===== src/inc/pmc_map.vh =====
// constants for the power mode controller
`ifndef PMC_MAP_VH
`define PMC_MAP_VH
`define PMC_RESET_VECTOR 16'h0000
`define PMC_PERIPH_W 8
`define PMC_WAKE_CYCLES 2'h2
`define PMC_MODE_W 3
`define PMC_MODE_ACTIVE 3'h0
`define PMC_MODE_LP_ACTIVE 3'h1
`define PMC_MODE_IDLE 3'h2
`define PMC_MODE_LP_IDLE 3'h3
`define PMC_MODE_STOP 3'h4
`define PMC_MODE_SUSPEND 3'h5
`define PMC_MODE_SLEEP 3'h6
`define PMC_RST_HOLD 4'h4
`endif


===== src/core/pmc_power_mode_ctrl.v =====
// power mode controller: mode state machine and clock/power gating
`include "pmc_map.vh"
// Contract
// [RULE_01] supply monitor holds whole device in reset while supply is low
// [RULE_02] modes: active, lp active, idle, lp idle, stop, suspend, sleep
// [RULE_03] lp active clocks only requesting, firmware enabled peripherals
// [RULE_04] idle keeps peripherals, halts code, enabled interrupt wakes in 2
// [RULE_05] lp idle halts cpu, gates unused clocks, interrupt wakes in 2
// [RULE_06] suspend gates clock, oscillators off, listed sources resume
// [RULE_07] sleep gates power, only rtc oscillator, listed sources resume
// [RULE_08] idle bit halts cpu after writing instruction completes
// [RULE_09] idle keeps registers, memory and peripherals running
// [RULE_10] enabled interrupt clears idle bit and resumes; reset also ends
// [RULE_11] interrupt wake services interrupt then resumes next instruction
// [RULE_12] reset out of idle restarts core at address zero
// [RULE_13] stop bit enters stop after writing instruction completes
// [RULE_14] stop halts precision oscillator and cpu, others unchanged; ext osc also stops if any analog off bit is set
// [RULE_15] only reset ends stop, core restarts at address zero
// [RULE_16] firmware may shut analog peripherals before stop
// [RULE_17] suspend bit gates clock, oscillators off until wake source
// [RULE_18] sleep bit powers off core regulator, ram moves to supply pin
// [RULE_19] interrupt out of lp idle returns to lp active only
// [RULE_20] idle and stop in one write means stop
module pmc_power_mode_ctrl (
    input wire i_clk,
    input wire i_sys_rst,
    input wire i_supply_low,
    input wire i_reset_pin,
    input wire i_int_reset,
    input wire i_idle_set,
    input wire i_stop_set,
    input wire i_suspend_set,
    input wire i_sleep_set,
    input wire i_instr_done,
    input wire i_lp_mode_set,
    input wire i_lp_mode_clear,
    input wire i_irq_pending,
    input wire i_wake_cap_sense,
    input wire i_wake_rtc,
    input wire i_wake_port_match,
    input wire i_wake_i2c,
    input wire [`PMC_PERIPH_W-1:0] i_periph_clk_en,
    input wire [`PMC_PERIPH_W-1:0] i_periph_clk_req,
    input wire [`PMC_PERIPH_W-1:0] i_periph_analog_off,
    output reg [`PMC_MODE_W-1:0] o_mode,
    output reg o_idle_bit,
    output reg o_stop_bit,
    output reg o_cpu_run,
    output reg o_irq_service,
    output reg o_sysclk_en,
    output reg o_precision_osc_en,
    output reg o_lp_osc_en,
    output reg o_ext_osc_en,
    output reg o_rtc_osc_en,
    output reg o_core_reg_en,
    output reg o_ram_on_vdd,
    output reg [`PMC_PERIPH_W-1:0] o_periph_clk,
    output wire o_core_rst,
    output reg [15:0] o_reset_vector
);
    localparam [6:0] ST_ACTIVE = 7'h01;
    localparam [6:0] ST_LP_ACTIVE = 7'h02;
    localparam [6:0] ST_IDLE = 7'h04;
    localparam [6:0] ST_LP_IDLE = 7'h08;
    localparam [6:0] ST_STOP = 7'h10;
    localparam [6:0] ST_SUSPEND = 7'h20;
    localparam [6:0] ST_SLEEP = 7'h40;

    reg [6:0] state;
    reg [6:0] next_state;
    reg lp_mode;
    reg pend_idle;
    reg pend_stop;
    reg ext_osc_keep;
    wire wake_suspend;
    wire wake_sleep;
    wire lp_now;
    wire [`PMC_PERIPH_W-1:0] next_periph_clk;
    genvar g;

    // [RULE_06] suspend wake sources
    assign wake_suspend = i_wake_cap_sense | i_wake_rtc | i_wake_port_match
        | i_wake_i2c;
    // [RULE_07] sleep wake sources
    assign wake_sleep = i_wake_rtc | i_wake_port_match | i_wake_i2c;
    assign lp_now = (lp_mode | i_lp_mode_set) & ~i_lp_mode_clear;

    generate
        for (g = 0; g < `PMC_PERIPH_W; g = g + 1) begin : g_periph
            // [RULE_09] idle peripherals run
            // [RULE_03] only requested clocks
            assign next_periph_clk[g] = (state == ST_ACTIVE)
                | (state == ST_IDLE)
                | (((state == ST_LP_ACTIVE) | (state == ST_LP_IDLE))
                & i_periph_clk_en[g] & i_periph_clk_req[g]);
        end
    endgenerate

    // [RULE_01] reset stretcher
    pmc_reset_gen u_rst (
        .i_clk(i_clk),
        .i_sys_rst(i_sys_rst),
        .i_supply_low(i_supply_low),
        .i_reset_pin(i_reset_pin),
        .i_int_reset(i_int_reset),
        .o_core_rst(o_core_rst)
    );

    always @* begin
        next_state = state;
        case (state)
            ST_ACTIVE, ST_LP_ACTIVE: begin
                // [RULE_13] stop after instruction
                // [RULE_20] stop wins over idle
                if (i_instr_done && pend_stop) begin
                    next_state = ST_STOP;
                // [RULE_08] idle after instruction
                end else if (i_instr_done && pend_idle) begin
                    next_state = lp_mode ? ST_LP_IDLE : ST_IDLE;
                // [RULE_17] suspend entry
                end else if (i_instr_done && i_suspend_set) begin
                    next_state = ST_SUSPEND;
                // [RULE_18] sleep entry
                end else if (i_instr_done && i_sleep_set) begin
                    next_state = ST_SLEEP;
                end else begin
                    next_state = lp_now ? ST_LP_ACTIVE : ST_ACTIVE;
                end
            end
            ST_IDLE: begin
                // [RULE_04] interrupt wake
                if (i_irq_pending) begin
                    next_state = ST_ACTIVE;
                end
            end
            ST_LP_IDLE: begin
                // [RULE_05] lp idle interrupt wake
                // [RULE_19] back to lp active
                if (i_irq_pending) begin
                    next_state = ST_LP_ACTIVE;
                end
            end
            // [RULE_15] only reset leaves stop
            ST_STOP: next_state = ST_STOP;
            ST_SUSPEND: begin
                if (wake_suspend) begin
                    next_state = lp_mode ? ST_LP_ACTIVE : ST_ACTIVE;
                end
            end
            ST_SLEEP: begin
                if (wake_sleep) begin
                    next_state = lp_mode ? ST_LP_ACTIVE : ST_ACTIVE;
                end
            end
            default: next_state = ST_ACTIVE;
        endcase
    end

    always @(posedge i_clk) begin
        // [RULE_12] reset restarts core
        if (i_sys_rst || o_core_rst) begin
            state <= ST_ACTIVE;
            lp_mode <= 1'b0;
            pend_idle <= 1'b0;
            pend_stop <= 1'b0;
            o_idle_bit <= 1'b0;
            o_stop_bit <= 1'b0;
            o_irq_service <= 1'b0;
            ext_osc_keep <= 1'b1;
            o_reset_vector <= `PMC_RESET_VECTOR;
        end else begin
            state <= next_state;
            if (state == ST_ACTIVE || state == ST_LP_ACTIVE) begin
                lp_mode <= lp_now;
            end
            // [RULE_08] latch until completion
            if (i_instr_done) begin
                pend_idle <= 1'b0;
                pend_stop <= 1'b0;
            end else begin
                pend_idle <= pend_idle | i_idle_set;
                pend_stop <= pend_stop | i_stop_set;
            end
            // [RULE_10] hardware clears idle bit
            if ((state == ST_IDLE || state == ST_LP_IDLE) && i_irq_pending) begin
                o_idle_bit <= 1'b0;
            end else if (i_idle_set && !i_stop_set) begin
                o_idle_bit <= 1'b1;
            end
            if (i_stop_set) begin
                o_stop_bit <= 1'b1;
            end
            // [RULE_11] service pending interrupt first
            o_irq_service <= (state == ST_IDLE || state == ST_LP_IDLE)
                && i_irq_pending;
            // [RULE_16] analog off before stop
            if (next_state == ST_STOP && state != ST_STOP) begin
                ext_osc_keep <= ~|i_periph_analog_off;
            end
        end
    end

    always @(posedge i_clk) begin
        if (i_sys_rst) begin
            o_mode <= `PMC_MODE_ACTIVE;
            o_cpu_run <= 1'b0;
            o_sysclk_en <= 1'b1;
            o_precision_osc_en <= 1'b1;
            o_lp_osc_en <= 1'b1;
            o_ext_osc_en <= 1'b1;
            o_rtc_osc_en <= 1'b1;
            o_core_reg_en <= 1'b1;
            o_ram_on_vdd <= 1'b0;
            o_periph_clk <= {`PMC_PERIPH_W{1'b0}};
        end else begin
            // [RULE_02] mode encoding
            case (state)
                ST_LP_ACTIVE: o_mode <= `PMC_MODE_LP_ACTIVE;
                ST_IDLE: o_mode <= `PMC_MODE_IDLE;
                ST_LP_IDLE: o_mode <= `PMC_MODE_LP_IDLE;
                ST_STOP: o_mode <= `PMC_MODE_STOP;
                ST_SUSPEND: o_mode <= `PMC_MODE_SUSPEND;
                ST_SLEEP: o_mode <= `PMC_MODE_SLEEP;
                default: o_mode <= `PMC_MODE_ACTIVE;
            endcase
            // [RULE_04] cpu halted off active
            o_cpu_run <= ~o_core_rst
                & (state == ST_ACTIVE || state == ST_LP_ACTIVE);
            // [RULE_17] suspend gates clock
            o_sysclk_en <= ~(state == ST_SUSPEND || state == ST_SLEEP);
            // [RULE_14] stop halts precision osc
            o_precision_osc_en <= ~(state == ST_STOP || state == ST_SUSPEND
                || state == ST_SLEEP);
            o_lp_osc_en <= ~(state == ST_SUSPEND || state == ST_SLEEP);
            o_ext_osc_en <= (state == ST_STOP) ? ext_osc_keep
                : ~(state == ST_SUSPEND || state == ST_SLEEP);
            // [RULE_07] only rtc osc in sleep
            o_rtc_osc_en <= 1'b1;
            // [RULE_18] regulator off in sleep
            o_core_reg_en <= (state != ST_SLEEP);
            o_ram_on_vdd <= (state == ST_SLEEP);
            o_periph_clk <= next_periph_clk;
        end
    end
endmodule // pmc_power_mode_ctrl


===== src/core/pmc_reset_gen.v =====
// reset hold stretcher for the power mode controller
`include "pmc_map.vh"
module pmc_reset_gen (
    input wire i_clk,
    input wire i_sys_rst,
    input wire i_supply_low,
    input wire i_reset_pin,
    input wire i_int_reset,
    output reg o_core_rst
);
    reg [3:0] hold;
    wire any_rst;
    assign any_rst = i_supply_low | i_reset_pin | i_int_reset;
    always @(posedge i_clk) begin
        if (i_sys_rst) begin
            hold <= `PMC_RST_HOLD;
            o_core_rst <= 1'b1;
        // [RULE_01] hold while low
        end else if (any_rst) begin
            hold <= `PMC_RST_HOLD;
            o_core_rst <= 1'b1;
        end else if (hold != 4'h0) begin
            hold <= hold - 4'h1;
            o_core_rst <= 1'b1;
        end else begin
            o_core_rst <= 1'b0;
        end
    end
endmodule // pmc_reset_gen


===== config.mk =====
export PLATFORM = sky130hd
export DESIGN_NAME = pmc_power_mode_ctrl
export DESIGN_NICKNAME = d
export VERILOG_FILES = /design/src/core/pmc_power_mode_ctrl.v /design/src/core/pmc_reset_gen.v
export VERILOG_INCLUDE_DIRS = /design/src /design/src/inc
export SDC_FILE = /design/constraint.sdc
export NUM_CORES = 1
export LEC_CHECK = 0
export ABC_AREA = 1
export BUFFER_PORTS_ARGS = -buffer_cell sky130_fd_sc_hd__buf_2
export CELL_PAD_IN_SITES_DETAIL_PLACEMENT = 1
export CELL_PAD_IN_SITES_GLOBAL_PLACEMENT = 1
export CORE_AREA = 2 2 74 76
export CTS_BUF_LIST = sky130_fd_sc_hd__clkbuf_4
export CTS_CLUSTER_DIAMETER = 60
export CTS_CLUSTER_SIZE = 16
export DETAILED_ROUTE_END_ITERATION = 16
export DIE_AREA = 0 0 76 78
export PLACE_DENSITY_LB_ADDON = 0.1
export SLEW_MARGIN = 5
export SYNTH_ARGS = -nofsm -noshare
export SYNTH_HDL_FRONTEND = slang
export SYNTH_SLANG_ARGS = --single-unit
export TNS_END_PERCENT = 30

===== constraint.sdc =====
create_clock -name i_clk -period 3.5 [get_ports i_clk]
set_input_delay 0.525 -clock i_clk [delete_from_list [all_inputs] [get_ports i_clk]]
set_output_delay 0.525 -clock i_clk [all_outputs]
set_load 0.1 [all_outputs]

# After elaboration in Yosys (flattened, before gate mapping)
# Cells that the tools add are included.
# Widths: inputs -> output; s select.
# word_totals
input_bits,41
out_inout_bits,39
register_bits,36
# op_classes
n_reduce_logical,21
mux,15
addsub,1
n_eq_ne,10
n_bitwise,42
# ops
op,count
$mux 7,8
$pmux 7 s6,1
$or 1x1->1,20
$and 1x1->1,18
$pmux 3 s6,1
$eq 7x5->1 const B,2
$reduce_or 2->1,4
$reduce_or 8->1,1
$eq 7x1->1 const B,1
$eq 7x2->1 const B,1
$eq 7x3->1 const B,1
$eq 7x4->1 const B,1
$eq 7x6->1 const B,1
$eq 7x7->1 const B,1
$logic_and 1x1->1,7
$ne 7x5->1 const B,1
$ne 7x7->1 const B,1
$logic_or 1x1->1,6
$mux 2,2
$mux 4,1
$not 1->1,4
$reduce_bool 4->1,1
$sub 4x1->4 const B,1
$logic_not 1->1,2
$mux 1,2

# Logic depth before layout (Yosys ltp)
# Gate-level depths: netlist of run 1.
# depth
depth_word,10
ltp_mapped,9
mapped_depth_nobuf,9

# Modules after synthesis
# A second synthesis of run 1 with hierarchy kept.
# hier_totals
cells_unflattened,237
area_unflattened_um2,1769.2
# modules_own_cells
module,instances,cells_each,seq_area_each_um2,area_each_um2
pmc_power_mode_ctrl,1,203,620.6,1515.2
pmc_reset_gen,1,34,100.1,254.0

# Least setup slack after synthesis of run 1
# No wires, ideal clock.
# synth_path
kind,register -> output
startpoint,"register, netlist name o_lp_osc_en"
endpoint,output o_sysclk_en
t_arrival_ps,1356
path_stages_with_launch,2
slack_ps,1619
n_path_buf,1
path_cell_list,dfxtp_1 > buf_4
# synth_rtl
element,line_no,text
to (decl),pmc_power_mode_ctrl.v:50,"output reg o_sysclk_en,"

# Worst setup path after layout of run 1
# layout_path
startpoint,register u_rst.o_core_rst
endpoint,output o_core_rst
# layout_rtl
element,line_no,text
from (decl),pmc_reset_gen.v:9,output reg o_core_rst
from (signal assigned),pmc_reset_gen.v:17,o_core_rst <= 1'b1;
from (signal assigned),pmc_reset_gen.v:21,o_core_rst <= 1'b1;
from (signal assigned),pmc_reset_gen.v:24,o_core_rst <= 1'b1;
to (decl),pmc_power_mode_ctrl.v:58,"output wire o_core_rst,"
# No word-level cell between the ends.

==> results of run 1 <==
==> state kept, by name (all words and copies together), names as in the netlist, 3 cells and up <==
signal / count
o_mode: 3
o_periph_clk: 8
state: 7
u_rst.hold: 4
==> power by group through the flow <==
| stage | registers [mW] | clock network, mW | logic (mW) |
|---|---|---|---|
| 6_report | 0.417 | 0.292 | 0.167 |
| 5_1_grt | 0.418 | 0.321 | 0.176 |
| 4_1_cts | 0.417 | 0.304 | 0.168 |
| 3_5_place_dp | 0.427 | 0 | 0.167 |
| 3_3_place_gp | 0.426 | 0 | 0.166 |
| 2_1_floorplan | 0.464 | 0 | 0.112 |
==> Yosys cell counts (3+ instances only) <==
cell     count  area share, %
inv_2        4           0.87
o21ai_1      3           0.87
a21oi_1     14            4.1
nand2_1     33            7.2
nand2_2      5            1.8
nor3_1       3           0.87
nand3_1     26            7.6
nor2_1      32            7.0
dfxtp_1     36             42
nand4_1      4            1.5
buf_4       18            7.9
o21ai_0      6            1.7
nor2_2       4            1.5
inv_1       27            5.9
==> layout make-up <==
class | count | area (um^2) | share of cell area [%]
multi-input cells | 163 | 793.3 | 37.63
flip-flops and latches | 36 | 720.7 | 34.18
repair buffers | 62 | 310.3 | 14.72
inverters | 31 | 116.4 | 5.519
well taps | 70 | 87.58 | 4.154
clock buffers | 6 | 45.04 | 2.137
clock inverters | 2 | 35.03 | 1.662
==> cells in the final DEF, fill, tap and decap left out, drive strengths merged, types with 2 or more instances in the layout <==
cell / synthesis / final
nor3: 3 / 3
ha: 2 / 2
nor4: 3 / 3
dfxtp: 36 / 36
conb: 2 / 17
or2: 2 / 2
inv: 31 / 31
nor2: 38 / 38
nand3: 26 / 26
o21ai: 9 / 9
clkbuf: 0 / 6
a21oi: 16 / 16
nand2: 39 / 39
buf: 20 / 62
nand4: 4 / 4
==> worst register-to-register path, delay by kind of cell (launching register included) <==
| kind | cells | cell delay (ps) |
|---|---|---|
| AOI/OAI and AO/OA | 2 | 200 |
| and+or+nand+nor | 5 | 550 |
| DFF | 1 | 370 |
| buffers and inverters | 1 | 140 |
==> metal layers <==
layer,up-vias,part of all wire [%],GRT usage [%]
met5,-,0,0
met4,0,1.6,5.455
met3,6,7.0,4.884
met2,56,46,25.71
met1,730,45,17.39
li1,843,-,-
==> cell families after synthesis <==
group,synth area share [%]
AO/OA/AOI/OAI,8.959
XOR/XNOR,0.5099
adder cells (fa/ha/maj),1.456
buffers and inverters,15.15
flip-flops,41.95
other,0.4372
AND/OR/NAND/NOR,31.54
==> worst max-delay path by stage <==
stage	from	endpoint	depth (start not counted)
detailed placement	i_sys_rst	pend_stop	5
floorplan	o_lp_osc_en	o_sysclk_en	1
global placement	i_sys_rst	pend_stop	5
CTS	u_rst.o_core_rst	o_core_rst	1
global route	u_rst.o_core_rst	o_core_rst	1
finish	u_rst.o_core_rst	o_core_rst	1
==> results.json, run 1 <==
{
  "outcome": "completed",
  "gr-total-overflow": 0,
  "h-tree-depth": 2,
  "grt_pass1_vias": 1635,
  "hold_path_depth": 3,
  "port_buffers": 62,
  "max_clock_freq_ghz": 0.5999,
  "path_max_fanout": 2,
  "rows": 26,
  "cts_tree": "yes",
  "drt_pass1_iterations": 4,
  "cts_buffers": 5,
  "p_seq_share_pct": 47.6,
  "synth_async_sr_flop_share_pct": 0,
  "dp.cells": 362,
  "yosysWarnings": 0,
  "syn_inst": 235,
  "core_area_um2": 5042,
  "cts_max_path_buffers": 2,
  "ys.flop_type": "dfxtp_1",
  "whs_endpoint": "u_rst.hold[2]",
  "crit_required_ps": 2970,
  "crit_family": "buffers and inverters",
  "finalNetCount": 342,
  "track_usage_pct": 14.93,
  "grt_max_degree": 13,
  "arrival_ps": 1140,
  "powerDensity_nw_per_um2": 415.8,
  "ant_nets": 0,
  "worstSkewPairLatency_ps": 340,
  "hp-start": "i_int_reset",
  "fillers": 686,
  "path_class": "reg -> out",
  "rsz0062_at_grt": "false",
  "cp_cell_sequence": "buf_2",
  "synth-seq-cells": 36,
  "placed_cell_area_um2": 2028,
  "netlist_area_um2": 1718,
  "pre_cts_slack_ps": 1795,
  "ir_drop_v": 0.0001620,
  "die-area_um2": 5928,
  "drc_errors": 0,
  "maxCapViolCount": 0,
  "path_clk_slew_ps": 110,
  "antenna_found_initial": 0,
  "startpoint_type": "flip-flop",
  "place_congestion": 0.8043,
  "power_mw": 0.8767,
  "cts_resized": 0,
  "stdcell_count": 370,
  "worst_slack_ps": 1833,
  "p_int_mw": 0.6000,
  "fp.dieW_um": 76,
  "r2r_slack_ps": 2130,
  "p_clk_share_pct": 33.3,
  "cpPeakStageDelay_ps": 440,
  "syn2layout_area_growth_pct": 22.72,
  "hold_class": "in -> reg",
  "r2r-end": "ext_osc_keep",
  "cp_slowest_cell": "buf_2",
  "num_vias": 1635,
  "synth_edf_count": 0,
  "p_sw_share_pct": 31.56,
  "finalCriticalPeriod_ps": 1667,
  "clock_skew_ps": 22.30,
  "whs_ps": 410.4,
  "comb_power_share_pct": 19.1,
  "final_util_pct": 41.81,
  "setup_tns_ps": 0,
  "slew_viol_final": 0,
  "ys_types": 28,
  "ios": 80,
  "post_cts_buffers": 0,
  "avgSynthCellArea_um2": 7.310,
  "drtIter0Drc": 27,
  "initial_core_util_pct": 34.07,
  "period_share_pct": 47.63,
  "finalSetupViolations": 0,
  "cts_sinks": 36,
  "die_y_um": 78,
  "antenna_cells": 0,
  "routed_wirelength_um": 4176,
  "clock-root-buffer": "clkbuf_4",
  "detail_route.vias_per_cell": 4.419,
  "reg2reg_depth": 8,
  "drive_gt1_share_pct": 30.33,
  "seq_area_frac_synth_pct": 41.95,
  "dp_hpwl_um": 3400,
  "routedWlPerCell_um": 11.29,
  "end_kind": "output port",
  "switchingPower_mw": 0.2766,
  "hold_violations": 0,
  "reg2reg_from": "state[0]",
  "cts_hold_buffers": 0,
  "p_leak_nw": 1.044,
  "cp.buffers_inverters": 1,
  "final_cell_area_um2": 2108,
  "grt_pass1_wl_um": 7189
}
Note: power is estimated with default switching activity, not from simulation.
==> run 2: changes to the inputs <==
--- a/config.mk
+++ b/config.mk
@@ -10,12 +10,12 @@
 export BUFFER_PORTS_ARGS = -buffer_cell sky130_fd_sc_hd__buf_2
 export CELL_PAD_IN_SITES_DETAIL_PLACEMENT = 1
 export CELL_PAD_IN_SITES_GLOBAL_PLACEMENT = 1
-export CORE_AREA = 2 2 74 76
+export CORE_AREA = 2 2 80 82
 export CTS_BUF_LIST = sky130_fd_sc_hd__clkbuf_4
 export CTS_CLUSTER_DIAMETER = 60
 export CTS_CLUSTER_SIZE = 16
 export DETAILED_ROUTE_END_ITERATION = 16
-export DIE_AREA = 0 0 76 78
+export DIE_AREA = 0 0 82 84
 export PLACE_DENSITY_LB_ADDON = 0.1
 export SLEW_MARGIN = 5
 export SYNTH_ARGS = -nofsm -noshare
==> constraint.sdc (replaced) <==
create_clock -name i_clk -period 1.5 [get_ports i_clk]
set_input_delay 0.225 -clock i_clk [delete_from_list [all_inputs] [get_ports i_clk]]
set_output_delay 0.225 -clock i_clk [all_outputs]
set_load 0.1 [all_outputs]
==> run 2 against run 1 <==
Against the previous run:
- first-iteration DRC count rose by 44%
- clock power rose by 81%
- total power rose by 120%
- sequential power rose by 130%
- critical path depth did not move
- sequential share of layout area barely moved
- die area rose by 16%
- combinational power rose by 140%
- register-to-register slack got worse by 2000 ps
- routed wire length rose by 4.0%
- core utilization fell by 7.2 points
- worst hold slack got worse by 300 ps
==> results.json, run 2 (synthesis gave the netlist of run 1 again) <==
{
  "outcome": "completed",
  "maxCapViolCount": 0,
  "cp_cell_sequence": "buf_2",
  "hold_class": "in -> reg",
  "num_vias": 1652,
  "regMostFlops": "o_periph_clk",
  "detail_route.vias_per_cell": 4.359,
  "die_y_um": 84,
  "crit_required_ps": 1270,
  "startpoint_type": "flip-flop",
  "gr-total-overflow": 0,
  "ir_drop_v": 0.0002952,
  "cts_sinks": 36,
  "period_share_pct": 89.36,
  "p_leak_nw": 1.038,
  "met1_length_um": 1833,
  "p_clk_share_pct": 27.9,
  "cts_tree": "yes",
  "top_regs": "o_periph_clk (8), state (7), u_rst.hold (4)",
  "switchingPower_mw": 0.6642,
  "p_seq_share_pct": 51.4,
  "drive_gt1_share_pct": 30.79,
  "finalNetCount": 344,
  "syn2layout_area_growth_pct": 22.80,
  "slew_viol_final": 0,
  "cp_slowest_cell": "buf_2",
  "finalCriticalPeriod_ps": 1340,
  "stdcell_count": 379,
  "antenna_cells": 0,
  "worst_slack_ps": 159.5,
  "drtIter0Drc": 39,
  "pre_cts_slack_ps": 155.7,
  "hp-start": "i_supply_low",
  "route.met3.wl_um": 214,
  "port_buffers": 62,
  "drc_errors": 0,
  "ios": 80,
  "dp.cells": 371,
  "top_layer": "met4",
  "max_clock_freq_ghz": 0.7460,
  "grt_pass1_vias": 1569,
  "fp.dieW_um": 82,
  "h-tree-depth": 2,
  "core_area_um2": 6096,
  "cts_resized": 0,
  "power_mw": 1.895,
  "comb_power_share_pct": 20.8,
  "die-area_um2": 6888,
  "arrival_ps": 1120,
  "powerDensity_nw_per_um2": 898.3,
  "reg2reg_from": "state[5]",
  "hold_violations": 0,
  "p_int_mw": 1.231,
  "path_max_fanout": 2,
  "routedWlPerCell_um": 11.46,
  "final_cell_mix": "buf_2, dfxtp_1, nand2_1",
  "path_class": "reg -> out",
  "place_congestion": 0.8132,
  "track_usage_pct": 13.77,
  "post_cts_buffers": 0,
  "rsz0062_at_grt": "false",
  "dp_hpwl_um": 3638,
  "antenna_found_initial": 0,
  "clock_skew_ps": 10.68,
  "ant_nets": 0,
  "cpPeakStageDelay_ps": 420,
  "grt_max_degree": 12,
  "cp.buffers_inverters": 1,
  "path_clk_slew_ps": 120,
  "worstSkewPairLatency_ps": 340,
  "crit_family": "buffers and inverters",
  "startpoint": "o_lp_osc_en",
  "wl_met2_um": 2233,
  "whs_ps": 112.3,
  "cts_max_path_buffers": 2,
  "grt_pass1_wl_um": 7238,
  "drt_pass1_iterations": 4,
  "final_util_pct": 34.61,
  "routed_wirelength_um": 4343,
  "p_sw_share_pct": 35.05,
  "cts_hold_buffers": 0,
  "final_common_cell": "buf_2",
  "largest_reg_flops": 8,
  "clock-root-buffer": "clkbuf_4",
  "cts_buffers": 5,
  "end_kind": "output port",
  "initial_core_util_pct": 28.18,
  "finalSetupViolations": 0,
  "rows": 29
}
==> run 2: cell count changes in the layout (fill, tap and decap cells not counted) <==
cell and delta:
bufinv_16 -1, buf_4 +2, dfxtp_1 -1, clkinv_1 +1, dfxtp_2 +1, clkinv_2 -1, clkinvlp_4 +1
==> run 2: layout make-up <==
type / count / area (um^2)
clock buffers: 6 / 45.04
inverters: 31 / 116.4
clock inverters: 2 / 11.26
multi-input cells: 163 / 793.3
well taps: 77 / 96.34
repair buffers: 64 / 325.3
fillers: 807 / 3986
flip-flops and latches: 36 / 721.9
==> run 2: worst paths after layout <==
path,slack [ps],to,cells after the start
setup / recovery,160,o_sysclk_en,1
hold / removal,110,u_rst.hold[2],3
setup reg to reg,160,state[6],9
hold reg to reg,480,o_ext_osc_en,2
==> run 2: layer usage <==
metal / GRT usage, % / up-vias
met4: 4.091 / 0
li1: - / 852
met3: 3.788 / 5
met2: 23.28 / 40
met5: 0 / -
met1: 16.70 / 755
==> run 2: per-stage QoR <==
step | TNS (ps) | cell area (um^2)
floorplan | -81.23 | 1775
global placement | 0 | 2053
detailed placement | 0 | 2053
CTS | 0 | 2110
global route | 0 | 2110
finish | 0 | 2110
==> run 2: power groups by stage <==
stage / clock network [mW] / registers [mW] / logic [mW]
after floorplan: 0 / 1.08 / 0.262
after global placement: 0 / 0.995 / 0.393
after detailed placement: 0 / 0.995 / 0.394
after CTS: 0.566 / 0.974 / 0.395
after global routing: 0.621 / 0.976 / 0.414
final: 0.528 / 0.973 / 0.394
